### config.mk
export PLATFORM = sky130hd
export DESIGN_NAME = status_lamp_driver
export DESIGN_NICKNAME = d
export VERILOG_FILES = /design/src/hw/lamp_pkg.sv /design/src/hw/status_lamp_driver.sv
export SDC_FILE = /design/constraint.sdc
export NUM_CORES = 1
export LEC_CHECK = 0
export BUFFER_PORTS_ARGS = -buffer_cell sky130_fd_sc_hd__buf_4
export CAP_MARGIN = 5
export CORE_ASPECT_RATIO = 0.9
export CORE_MARGIN = 10
export CORE_UTILIZATION = 60
export DETAILED_ROUTE_END_ITERATION = 16
export HOLD_SLACK_MARGIN = 0.08
export PLACE_DENSITY = 0.81
export SETUP_SLACK_MARGIN = 0.05
export SKIP_LAST_GASP = 1
export SYNTH_ARGS = -nofsm -noshare
export SYNTH_HDL_FRONTEND = slang
export SYNTH_SLANG_ARGS = --single-unit
### constraint.sdc
create_clock -name mclk -period 4.9 [get_ports mclk]
set_input_delay 0.98 -clock mclk [delete_from_list [all_inputs] [get_ports mclk]]
set_output_delay 0.98 -clock mclk [all_outputs]
set_load 0.03 [all_outputs]
### src/hw/lamp_pkg.sv
// constants for the communication card status lamp driver
// assumes one 125 MHz card clock and a plain register port
package lamp_pkg;
   // ***************************************************
   // clock and lamp timing
   // ***************************************************
   localparam int unsigned CLK_HZ = 125_000_000;
   localparam int unsigned CYC_PER_MS = CLK_HZ / 1000;
   localparam int unsigned LINK_HALF_MS = 500;
   localparam int unsigned FAST_HALF_MS = 200;
   localparam int unsigned FLASH_ON_MS = 200;
   localparam int unsigned FLASH_OFF_MS = 1000;
   localparam int unsigned LINK_HALF_CYC = LINK_HALF_MS * CYC_PER_MS;
   localparam int unsigned FAST_HALF_CYC = FAST_HALF_MS * CYC_PER_MS;
   localparam int unsigned FLASH_ON_CYC = FLASH_ON_MS * CYC_PER_MS;
   localparam int unsigned FLASH_OFF_CYC = FLASH_OFF_MS * CYC_PER_MS;
   localparam int CNT_W = 28;

   // ***************************************************
   // input encodings
   // ***************************************************
   localparam logic [1:0] LINK_DOWN = 2'h0;
   localparam logic [1:0] LINK_OPENING = 2'h1;
   localparam logic [1:0] LINK_UP = 2'h2;
   localparam logic [1:0] NODE_OPER = 2'h0;
   localparam logic [1:0] NODE_PREOP = 2'h1;
   localparam logic [1:0] NODE_STOP = 2'h2;
   localparam logic [1:0] STACK_IDLE = 2'h0;
   localparam logic [1:0] STACK_WAIT = 2'h1;
   localparam logic [1:0] STACK_RUN = 2'h2;

   // ***************************************************
   // register map
   // ***************************************************
   localparam int AW = 8;
   localparam int DW = 32;
   localparam int PORTS = 2;
   localparam int EVT_W = 4;
   localparam logic [AW-1:0] OFS_CTRL = 8'h00;
   localparam logic [AW-1:0] OFS_EVT_STAT = 8'h04;
   localparam logic [AW-1:0] OFS_EVT_CLR = 8'h08;
   localparam logic [AW-1:0] OFS_EVT_EN = 8'h0C;
   localparam logic [AW-1:0] OFS_LAMPS = 8'h10;
   localparam int CTRL_TEST_BIT = 0;
   localparam int EVT_RX_ERR = 0;
   localparam int EVT_BUS_OFF = 1;
   localparam int EVT_LINK_LOST = 2;
   localparam int EVT_PORT_CHG = 3;
   localparam int LAMPS_W = 9;
endpackage : lamp_pkg

### src/hw/status_lamp_driver.sv
// status lamp driver for the fieldbus communication cards
// assumes status inputs on mclk, port link/traffic inputs from pins
// Function
// - card lamp lit while connecting
// - card lamp 1 s blink once connected
// - card lamp dark when disconnected
// - run lamp lit when operational
// - run lamp dark on fault
// - run lamp blinks in pre-operational
// - run lamp single flash when stopped
// - error lamp lit on bus-off or drive fault
// - error lamp dark with no error
// - error lamp blinks on bad address
// - error lamp flashes on receive error
// - bus lamp lit without link, blinks linked
// - bus lamp dark once communicating
// - ready lamp on, blinking, or off
// - port link lamp follows cable link
// - port traffic lamp follows data exchange
`timescale 1ns/1ps
module status_lamp_driver #(
   parameter int unsigned LINK_HALF_CYC = lamp_pkg::LINK_HALF_CYC,
   parameter int unsigned FAST_HALF_CYC = lamp_pkg::FAST_HALF_CYC,
   parameter int unsigned FLASH_ON_CYC = lamp_pkg::FLASH_ON_CYC,
   parameter int unsigned FLASH_OFF_CYC = lamp_pkg::FLASH_OFF_CYC
)(
   input wire logic mclk,
   input wire logic rst_b,
   input wire logic [lamp_pkg::AW-1:0] addr,
   input wire logic [lamp_pkg::DW-1:0] wr_data,
   input wire logic wr_stb,
   input wire logic rd_stb,
   output logic [lamp_pkg::DW-1:0] rd_data,
   output logic irq,
   input wire logic [1:0] card_link_state,
   input wire logic [1:0] node_state,
   input wire logic node_fault,
   input wire logic bus_off,
   input wire logic drive_fault,
   input wire logic addr_invalid,
   input wire logic rx_error,
   input wire logic net_link,
   input wire logic net_comm_up,
   input wire logic [1:0] stack_state,
   input wire logic [lamp_pkg::PORTS-1:0] port_link,
   input wire logic [lamp_pkg::PORTS-1:0] port_traffic,
   output logic card_link_lamp,
   output logic node_run_lamp,
   output logic node_error_lamp,
   output logic bus_state_lamp,
   output logic stack_ready_lamp,
   output logic [lamp_pkg::PORTS-1:0] port_link_lamp,
   output logic [lamp_pkg::PORTS-1:0] port_traffic_lamp
);
   localparam int NP = lamp_pkg::PORTS;
   localparam int CW = lamp_pkg::CNT_W;
   localparam logic [CW-1:0] LINK_LAST = CW'(LINK_HALF_CYC - 1);
   localparam logic [CW-1:0] FAST_LAST = CW'(FAST_HALF_CYC - 1);
   localparam logic [CW-1:0] FLASH_ON = CW'(FLASH_ON_CYC);
   localparam logic [CW-1:0] FLASH_LAST = CW'(FLASH_ON_CYC + FLASH_OFF_CYC - 1);

   // ***************************************************
   // pin synchronisers
   // ***************************************************
   logic [2*NP-1:0] pin_raw;
   logic [2*NP-1:0] s1_q;
   logic [2*NP-1:0] s2_q;
   logic [2*NP-1:0] s3_q;
   logic [2*NP-1:0] pin_q;
   assign pin_raw = {port_traffic, port_link};

   genvar gi;
   generate
      for (gi = 0; gi < 2 * NP; gi++)
      begin : g_sync
         always_ff @(posedge mclk)
         begin
            if (!rst_b)
            begin
               s1_q[gi] <= 1'b0;
               s2_q[gi] <= 1'b0;
               s3_q[gi] <= 1'b0;
               pin_q[gi] <= 1'b0;
            end
            else
            begin
               s1_q[gi] <= pin_raw[gi];
               s2_q[gi] <= s1_q[gi];
               s3_q[gi] <= s2_q[gi];
               if (s2_q[gi] == s3_q[gi])
               begin
                  pin_q[gi] <= s3_q[gi];
               end
            end
         end
      end
   endgenerate

   // ***************************************************
   // blink and flash timebases
   // ***************************************************
   logic [CW-1:0] link_cnt_q;
   logic link_phase_q;
   logic [CW-1:0] fast_cnt_q;
   logic fast_phase_q;
   logic [CW-1:0] flash_cnt_q;
   logic flash_lit;
   logic flash_wrap;
   assign flash_lit = (flash_cnt_q < FLASH_ON);
   assign flash_wrap = (flash_cnt_q == FLASH_LAST);

   always_ff @(posedge mclk)
   begin
      if (!rst_b)
      begin
         link_cnt_q <= '0;
         link_phase_q <= 1'b1;
      end
      else if (link_cnt_q == LINK_LAST)
      begin
         link_cnt_q <= '0;
         link_phase_q <= ~link_phase_q;
      end
      else
      begin
         link_cnt_q <= link_cnt_q + 1'b1;
      end
   end

   always_ff @(posedge mclk)
   begin
      if (!rst_b)
      begin
         fast_cnt_q <= '0;
         fast_phase_q <= 1'b1;
      end
      else if (fast_cnt_q == FAST_LAST)
      begin
         fast_cnt_q <= '0;
         fast_phase_q <= ~fast_phase_q;
      end
      else
      begin
         fast_cnt_q <= fast_cnt_q + 1'b1;
      end
   end

   always_ff @(posedge mclk)
   begin
      if (!rst_b || flash_wrap)
      begin
         flash_cnt_q <= '0;
      end
      else
      begin
         flash_cnt_q <= flash_cnt_q + 1'b1;
      end
   end

   // ***************************************************
   // receive error one-shot flash
   // ***************************************************
   logic rx_flash_q;
   logic rx_seen_q;
   always_ff @(posedge mclk)
   begin
      if (!rst_b)
      begin
         rx_flash_q <= 1'b0;
         rx_seen_q <= 1'b0;
      end
      else if (rx_error)
      begin
         rx_flash_q <= 1'b1;
         rx_seen_q <= 1'b0;
      end
      else if (rx_flash_q && flash_wrap)
      begin
         rx_flash_q <= !rx_seen_q;
         rx_seen_q <= !rx_seen_q;
      end
   end

   // ***************************************************
   // registers
   // ***************************************************
   logic test_q;
   logic [lamp_pkg::EVT_W-1:0] evt_q;
   logic [lamp_pkg::EVT_W-1:0] evt_en_q;
   logic [lamp_pkg::EVT_W-1:0] evt_set;
   logic [lamp_pkg::EVT_W-1:0] evt_clr;
   logic bus_off_prev_q;
   logic link_up_prev_q;
   logic [NP-1:0] plink_prev_q;
   logic [lamp_pkg::LAMPS_W-1:0] lamps;

   always_comb
   begin
      evt_set = '0;
      evt_set[lamp_pkg::EVT_RX_ERR] = rx_error;
      evt_set[lamp_pkg::EVT_BUS_OFF] = bus_off && !bus_off_prev_q;
      evt_set[lamp_pkg::EVT_LINK_LOST] = link_up_prev_q && (card_link_state == lamp_pkg::LINK_DOWN);
      evt_set[lamp_pkg::EVT_PORT_CHG] = |(pin_q[NP-1:0] ^ plink_prev_q);
      evt_clr = '0;
      if (wr_stb && addr == lamp_pkg::OFS_EVT_CLR)
      begin
         evt_clr = wr_data[lamp_pkg::EVT_W-1:0];
      end
   end

   always_ff @(posedge mclk)
   begin
      if (!rst_b)
      begin
         bus_off_prev_q <= 1'b0;
         link_up_prev_q <= 1'b0;
         plink_prev_q <= '0;
      end
      else
      begin
         bus_off_prev_q <= bus_off;
         link_up_prev_q <= (card_link_state == lamp_pkg::LINK_UP);
         plink_prev_q <= pin_q[NP-1:0];
      end
   end

   always_ff @(posedge mclk)
   begin
      if (!rst_b)
      begin
         evt_q <= '0;
      end
      else
      begin
         evt_q <= (evt_q & ~evt_clr) | evt_set;
      end
   end

   always_ff @(posedge mclk)
   begin
      if (!rst_b)
      begin
         test_q <= 1'b0;
         evt_en_q <= '0;
      end
      else if (wr_stb && addr == lamp_pkg::OFS_CTRL)
      begin
         test_q <= wr_data[lamp_pkg::CTRL_TEST_BIT];
      end
      else if (wr_stb && addr == lamp_pkg::OFS_EVT_EN)
      begin
         evt_en_q <= wr_data[lamp_pkg::EVT_W-1:0];
      end
   end

   always_ff @(posedge mclk)
   begin
      if (!rst_b)
      begin
         irq <= 1'b0;
      end
      else
      begin
         irq <= |(((evt_q & ~evt_clr) | evt_set) & evt_en_q);
      end
   end

   always_ff @(posedge mclk)
   begin
      if (!rst_b || !rd_stb)
      begin
         rd_data <= '0;
      end
      else
      begin
         case (addr)
            lamp_pkg::OFS_CTRL: rd_data <= lamp_pkg::DW'(test_q);
            lamp_pkg::OFS_EVT_STAT: rd_data <= lamp_pkg::DW'(evt_q);
            lamp_pkg::OFS_EVT_EN: rd_data <= lamp_pkg::DW'(evt_en_q);
            lamp_pkg::OFS_LAMPS: rd_data <= lamp_pkg::DW'(lamps);
            default: rd_data <= '0;
         endcase
      end
   end

   // ***************************************************
   // lamp decode
   // ***************************************************
   logic card_d;
   logic run_d;
   logic err_d;
   logic bus_d;
   logic ready_d;

   always_comb
   begin
      case (card_link_state)
         lamp_pkg::LINK_OPENING: card_d = 1'b1;
         lamp_pkg::LINK_UP: card_d = link_phase_q;
         default: card_d = 1'b0;
      endcase
      if (node_fault)
      begin
         run_d = 1'b0;
      end
      else
      begin
         case (node_state)
            lamp_pkg::NODE_OPER: run_d = 1'b1;
            lamp_pkg::NODE_PREOP: run_d = fast_phase_q;
            lamp_pkg::NODE_STOP: run_d = flash_lit;
            default: run_d = 1'b0;
         endcase
      end
      if (bus_off || drive_fault)
      begin
         err_d = 1'b1;
      end
      else if (addr_invalid)
      begin
         err_d = fast_phase_q;
      end
      else if (rx_seen_q)
      begin
         err_d = flash_lit;
      end
      else
      begin
         err_d = 1'b0;
      end
      if (!net_link)
      begin
         bus_d = 1'b1;
      end
      else
      begin
         bus_d = !net_comm_up && fast_phase_q;
      end
      case (stack_state)
         lamp_pkg::STACK_RUN: ready_d = 1'b1;
         lamp_pkg::STACK_WAIT: ready_d = fast_phase_q;
         default: ready_d = 1'b0;
      endcase
   end

   always_ff @(posedge mclk)
   begin
      if (!rst_b)
      begin
         card_link_lamp <= 1'b0;
         node_run_lamp <= 1'b0;
         node_error_lamp <= 1'b0;
         bus_state_lamp <= 1'b0;
         stack_ready_lamp <= 1'b0;
         port_link_lamp <= '0;
         port_traffic_lamp <= '0;
      end
      else
      begin
         card_link_lamp <= card_d || test_q;
         node_run_lamp <= run_d || test_q;
         node_error_lamp <= err_d || test_q;
         bus_state_lamp <= bus_d || test_q;
         stack_ready_lamp <= ready_d || test_q;
         port_link_lamp <= pin_q[NP-1:0] | {NP{test_q}};
         port_traffic_lamp <= pin_q[2*NP-1:NP] | {NP{test_q}};
      end
   end

   assign lamps = {port_traffic_lamp, port_link_lamp, stack_ready_lamp, bus_state_lamp,
                   node_error_lamp, node_run_lamp, card_link_lamp};
endmodule : status_lamp_driver

After elaboration in Yosys (flattened, before gate mapping)
Index checks and enable logic that the tools add are counted.
- flip-flop bits (word level): 159
- output and inout port bits: 42
- logic and storage cells: 112
- $add $sub $neg: 3
- magnitude comparators: 1
- equal/unequal tests: 17
- muxes and demuxes: 12
- bitwise operators: 11
- reductions and logical operators: 30
- operators by type and width (cell ; count):
    adder 28 x 1 -> 28 bit (second input constant) ; 3
    case mux 9 bit (4 select lines) ; 1
    equality test 28 x 25 -> 1 bit (second input constant) ; 1
    equality test 28 x 26 -> 1 bit (second input constant) ; 1
    equality test 28 bit (second input constant) ; 1
    less-than comparator 28 x 25 -> 1 bit (second input constant) ; 1
    equality test 8 x 4 -> 1 bit (second input constant) ; 2
    AND 4 bit ; 2
    equality test 8 x 3 -> 1 bit (second input constant) ; 1
    equality test 8 x 5 -> 1 bit (second input constant) ; 1
    zero test 8 bit ; 1
    logical OR 1 bit ; 8
    OR reduction 2 bit ; 4
    logical AND 1 bit ; 7
    2-to-1 mux 1 bit ; 7
    equality test 2 x 1 -> 1 bit (second input constant) ; 3
    equality test 2 bit (second input constant) ; 3
    zero test 1 bit ; 5
    equality test 1 bit ; 4
    zero test 2 bit ; 2
    2-to-1 mux 4 bit ; 1
    inverter 1 bit ; 4
    inverter 4 bit ; 1
    OR 2 bit ; 2
    7 further kinds ; 8

Logic depth before layout (Yosys ltp)
Gate-level depths: netlist of the first run.
- depth after elaboration: 8
- mapped depth: 9
- gate-level depth less buffers: 6

Worst setup path before layout of the first run
Ideal clock, no wire load.
- path type: input-to-reg
- start: in addr[5] (netlist name)
- end: reg irq
- setup time: 0.140 ns
- arrival time: 2.582 ns
- data required time: 4.760 ns
- slack: 2.178 ns
- stages: 5
- cell sequence: or4b_2 -> or2_2 -> a2111oi_4 -> a2bb2oi_1 -> a41oi_1
- longest elaborated chain between the ends: 8
- RTL lines (item ; RTL line ; text):
    from (decl) ; status_lamp_driver.sv:29 ; input wire logic [lamp_pkg::AW-1:0] addr,
    equality test 8 x 4 -> 1 bit ; status_lamp_driver.sv:205 ; if (wr_stb && addr == lamp_pkg::OFS_EVT_CLR)
    logical AND 1 bit ; status_lamp_driver.sv:205 ;
    2-to-1 mux 4 bit ; status_lamp_driver.sv:205 ;
    inverter 4 bit ; status_lamp_driver.sv:264 ; irq <= |(((evt_q & ~evt_clr) | evt_set) & evt_en_q);
    AND 4 bit ; status_lamp_driver.sv:264 ;
    OR 4 bit ; status_lamp_driver.sv:264 ;
    AND 4 bit ; status_lamp_driver.sv:264 ;
    OR reduction 4 bit ; status_lamp_driver.sv:264 ;
    to (signal assigned) ; status_lamp_driver.sv:264 ;
    to (decl) ; status_lamp_driver.sv:34 ; output logic irq,
Every way passes these cells.
A chain may end at the register's enable or synchronous reset.

Worst setup path in the final report of the first run
- start: reg fast_cnt_q[0]
- end: reg fast_cnt_q[17]
- longest elaborated chain between the ends: 2
- RTL lines (item ; RTL line ; text):
    from (decl) ; status_lamp_driver.sv:104 ; logic [CW-1:0] fast_cnt_q;
    from (signal assigned) ; status_lamp_driver.sv:144 ; fast_cnt_q <= fast_cnt_q + 1'b1;
    parallel branches: the longest is 2 deep, another holds adder 28 x 1 -> 28 bit ; n/a ;
Parallel ways; which one is timed is not known.

==> run metrics, run 1 <==
Core Region 9660 µm²; layout overhead on the synthesized area 16.3%; global-route wire length before repair 21100 µm; critical path peak fanout 28; initial antenna violation count 0; CTS resizes 0; yosys warns 0; total iterations of the first detailed-routing run 5; nature of the critical path endpoint flop; DRC viols 0; Critical Path Start Type flop; outcome finished clean; Max Cap Violations 0; Nets 790; vias post-DR 4662; P per Cell Area 371 nW/µm²; CP Capture Point fast_cnt_q[17]$_SDFF_PP0_; Post-synth EDFFs 0; Row Count 34; clk_lat worst skew 520 ps; Slew Viols, Final 0; I/O pin count 103; Hold Slack 446 ps; gpl congestion 0.848; crit path time final 2800 ps; PortBufs 51; dpl ws 1780 ps; Core Util, Final 71.4%; HPWL Detailed 8350 µm; synthesized flop and latch total 136; Die Ht 114 µm; synthesized cell area 5930 µm²; Main synth FF type dfxtp_1; post-CTS setup buffer count 0; CTS tree built; final wirelength 12400 µm; die area 14300 µm²; diode count 0; post-synthesis average cell area 8.77 µm²; Tcrit/Tclk final 57.1%; sequential element share of the synthesized area 45.9%; Crit. Startpoint fast_cnt_q[0]$_SDFF_PP0_; Static Leak 0.00270 µW; vias in the first global route 4622; Max Clock Skew 12.3 ps; Required @ worst endpoint 5260 ps; total global-route track usage 17.3%; fmax 357 MHz; largest net degree at the start of global routing 31; Unique masters post-synth 50; Worst Tran Pin Value 1150 ps; number of hold buffers added after cts 0; unrepaired setup endpoints after global routing false; clk root buf clkbuf_8; crit path DAT 3150 ps; Starting DRT DRC Count 359; clock tree buffer depth 2; Final Hold Fails 0; grt total ovfl 0; layout cells sized above 1 12.8%; Num CTS Buffers 17; clk slew on worst S/H paths 60 ps; vias per cell 5.42; Antenna Violating Nets Remaining 0; Initial Utilization 61.4%; Async S/R FF share, synth 0%; Worst R2R Setup Slack 2100 ps; reg-to-reg endpoint fast_cnt_q[17]$_SDFF_PP0_; PnR worst setup slack 2100 ps; TNS Setup 0 ps; WL/cell 14.4 µm; Final setup viols 0; H-tree depth 4; r2r worst-path depth 6; Peak VDD IR 0.000394 V; # clock sinks 136; total power 2560 µW; HP Class reg2reg; Die Width 125 µm; post-synthesis cell count 676; Reg-to-Reg Start fast_cnt_q[0]$_SDFF_PP0_; kind of critical path reg2reg; slew margin rel. 22.7%
how the worst min path moves through the flow:
stage / from / endpoint / depth (start not counted)
6_report: s1_q[0]$_SDFF_PN0_ / s2_q[0]$_SDFF_PN0_ / 1
5_1_grt: port_traffic_lamp[1]$_SDFF_PN0_ / rd_data[8]$_SDFF_PP0_ / 1
4_1_cts: s1_q[0]$_SDFF_PN0_ / s2_q[0]$_SDFF_PN0_ / 1
3_5_place_dp: s1_q[3]$_SDFF_PN0_ / s2_q[3]$_SDFF_PN0_ / 1
3_3_place_gp: s1_q[3]$_SDFF_PN0_ / s2_q[3]$_SDFF_PN0_ / 1
2_1_floorplan: s1_q[0]$_SDFF_PN0_ / s2_q[0]$_SDFF_PN0_ / 1
cell usage after synthesis (14+ instances only):
cell type / n / area share [%]
xor2_1: 45 / 6.6
inv_1: 16 / 1.0
and3_1: 19 / 2.0
dfxtp_1: 136 / 46
xnor2_1: 36 / 5.3
nor3_1: 21 / 1.8
nor2_1: 122 / 7.7
nand2_1: 44 / 2.8
nand4_1: 26 / 2.7
nand3_1: 38 / 3.2
buf_4: 25 / 3.2
and2_1: 27 / 2.8
clkbuf_1: 14 / 0.89
layout make-up:
type / count / area [µm²]
clock inverters: 13 / 176
multi-input cells: 499 / 2950
well taps: 126 / 158
repair buffers: 51 / 383
inverters: 16 / 60.1
fillers: 705 / 2760
clock buffers: 19 / 442
flip-flops and latches: 136 / 2720
power breakdown:
group | internal [µW] | switching, µW | leakage, µW | total [µW]
logic | 38.0 | 72.8 | 0.00130 | 111
clock network | 849 | 468 | 0.000299 | 1320
registers | 1120 | 10.2 | 0.00110 | 1130
routing by layer:
metal,GRT usage [%],vias up,wire length (µm)
met5,0,-,0
met2,30.0,113,6140
met1,20.5,2202,5510
li1,-,2338,-
met3,4.54,9,652
met4,5.43,0,98
metrics by stage:
step,instance area (µm²),cells
6_report,6890,860
4_1_cts,6890,860
3_5_place_dp,6270,828
5_1_grt,6890,860
3_3_place_gp,6270,828
2_1_floorplan,6010,698
kinds of logic after synthesis:
group / share of synthesized area (%)
adder cells (fa/ha/maj): 1.69
XOR/XNOR: 12.0
multiplexers: 1.75
flip-flops: 45.9
AND/OR/NAND/NOR: 27.9
other: 0.0633
AO/OA/AOI/OAI: 5.00
buffers and inverters: 5.68
sequential cells by signal (all words and copies together) (netlist names), 2 cells and up:
name,flops
port_traffic_lamp,2
evt_q,4
rd_data,9
link_cnt_q,28
s1_q,4
s3_q,4
plink_prev_q,2
evt_en_q,4
fast_cnt_q,28
s2_q,4
port_link_lamp,2
flash_cnt_q,28
pin_q,4
critical path, cell delays in order, from the launching register on:
cell      delay (ps)
dfxtp_1          370
ha_1             200
nand3_1          180
or4_1            570
nor3_1           340
nand2b_1         840
nor2_1           130
cells in the final DEF, fill, tap and decap left out, types with 16 or more instances in the layout:
master,n
xnor2_1,36
nor2_1,122
nand3_1,38
clkbuf_16,16
nand4_1,26
conb_1,23
and2_1,27
nor3_1,21
dfxtp_1,136
inv_1,16
xor2_1,45
and3_1,19
nand2_1,44
buf_4,51
Power figures use the tool's default switching activity.
==> inputs of run 2 (changes only) <==
CORE_UTILIZATION = 56   (was 60)
PLACE_DENSITY = 0.76   (was 0.81)
clock period = 2.6 ns   (was 4.9 ns; I/O delays follow)
==> run 2 against run 1 <==
  * Sequential power grew 88%
  * Via count down 0.45%
  * Hold slack worse by 140 ps
  * First-iteration DRC count is 13% lower
  * Sequential share of layout area fell by 0.49 points
  * Flip-flop and latch count stayed put
  * Combinational power is 95% higher
  * Critical path type unchanged
  * Largest power group unchanged
==> run metrics, run 2 (synthesis results as in run 1) <==
outcome finished clean; diode count 0; Num CTS Buffers 17; critical path peak fanout 28; Max Cap Violations 0; CP max stage cell or4_1; Critical Path Start Type flop; # clock sinks 136; initial antenna violation count 0; largest net degree at the start of global routing 31; Nets 798; Worst R2R Setup Slack 330 ps; cell family with most CP delay simple AND/OR/NAND/NOR gates; Worst Tran Pin Value 791 ps; global-route wire length before repair 20700 µm; CP bufs+invs 1; Required @ worst endpoint 2900 ps; post-route cell area 6980 µm²; gpl congestion 0.851; unrepaired setup endpoints after global routing false; Crit. Startpoint fast_cnt_q[0]$_SDFF_PP0_; Static Leak 0.00275 µW; I/O pin count 103; number of hold buffers added after cts 0; vias post-DR 4641; Tcrit/Tclk final 87.3%; fmax 441 MHz; Reg-to-Reg Start fast_cnt_q[0]$_SDFF_PP0_; H-tree depth 4; CTS tree built; slew margin rel. 46.9%; layout cells sized above 1 13.7%; clk_lat worst skew 410 ps; Initial Utilization 57.6%; CP Capture Point fast_cnt_q[18]$_SDFF_PP0_; Top Registers fast_cnt_q: 28 flops, flash_cnt_q: 28 flops, link_cnt_q: 28 flops; critical path depth in cells 7; clock tree buffer depth 2; total global-route track usage 16.1%; most common cell after layout, fill and taps aside dfxtp_1; Core Region 10300 µm²; CP cell instances ha_1 -> nand3_1 -> or4_1 -> nor3_1 -> nand2b_1 -> buf_12 -> nor2_1; Slew Viols, Final 0; Row Count 35; max incr delay on CP 580 ps; clk slew on worst S/H paths 60 ps; die area 15100 µm²; HPWL Detailed 8340 µm; kind of critical path reg2reg; vias per cell 5.33; DRC viols 0; layout overhead on the synthesized area 17.7%; nature of the critical path endpoint flop; HP Class in2reg; TNS Setup 0 ps; crit path time final 2270 ps; r2r worst-path depth 7; grt total ovfl 0; final wirelength 12100 µm; P per Cell Area 689 nW/µm²; Max Clock Skew 6.49 ps; Starting DRT DRC Count 311; Peak VDD IR 0.000566 V; clk root buf clkbuf_16; DP Area 6360 µm²; Final setup viols 0; total iterations of the first detailed-routing run 4; post-CTS setup buffer count 0; Final Hold Fails 0; Antenna Violating Nets Remaining 0; crit path DAT 2570 ps; Die Width 128 µm; Die Ht 118 µm; most frequent cells in the layout dfxtp_1 (136), nor2_1 (122), buf_4 (57), xor2_1 (45), nand2_1 (44); PortBufs 51; vias in the first global route 4503; WL/cell 13.9 µm; reg-to-reg endpoint fast_cnt_q[18]$_SDFF_PP0_; CTS resizes 0
run 2: changes by cell type in the layout (fill, tap and decap cells not counted), sizes merged:
cell	change
buf	+8
bufinv	-1
clkbuf	+1
clkinv	-1
clkinvlp	+1
run 2: area by class of cell:
type | count | area, µm²
Clock buffer | 20 | 467
Clock inverter | 12 | 149
Fill cell | 809 | 3310
Inverter | 16 | 60.1
Multi-Input combinational cell | 499 | 2950
Sequential cell | 136 | 2720
Tap cell | 129 | 161
Timing Repair Buffer | 59 | 468
run 2: layer usage:
metal / track usage [%] / wire length [µm] / vias up / part of all wire, %
met2: 26.0 / 5740 / 96 / 47
met3: 4.28 / 625 / 19 / 5.2
met5: 0 / 0 / - / 0
met4: 5.77 / 166 / 0 / 1.4
li1: - / - / 2349 / -
met1: 20.0 / 5570 / 2177 / 46
run 2: through the flow:
step,util [%],hold WS (ps),total power (µW),instances,setup WS (ps)
after floorplan,-,412,2340,698,338
after global placement,61.8,418,2390,839,123
after detailed placement,61.8,425,2390,839,98.2
after CTS,67.8,294,4840,871,313
after global routing,67.8,297,4970,871,180
final,67.8,304,4810,871,331
run 2: how the worst min path moves through the flow:
stage,slack (ps),depth (start not counted),end,from
2_1_floorplan,410,1,s2_q[0]$_SDFF_PN0_,s1_q[0]$_SDFF_PN0_
3_3_place_gp,420,1,s2_q[1]$_SDFF_PN0_,s1_q[1]$_SDFF_PN0_
3_5_place_dp,420,1,s2_q[0]$_SDFF_PN0_,s1_q[0]$_SDFF_PN0_
4_1_cts,290,2,bus_state_lamp$_SDFF_PN0_,net_link
5_1_grt,300,2,bus_state_lamp$_SDFF_PN0_,net_link
6_report,300,2,bus_state_lamp$_SDFF_PN0_,net_link
run 2: power by group:
| group | switching [µW] | leakage (µW) | internal, µW |
|---|---|---|---|
| Combinational | 138 | 0.00135 | 78.7 |
| Clock | 879 | 0.000294 | 1580 |
| Sequential | 18.7 | 0.00110 | 2120 |
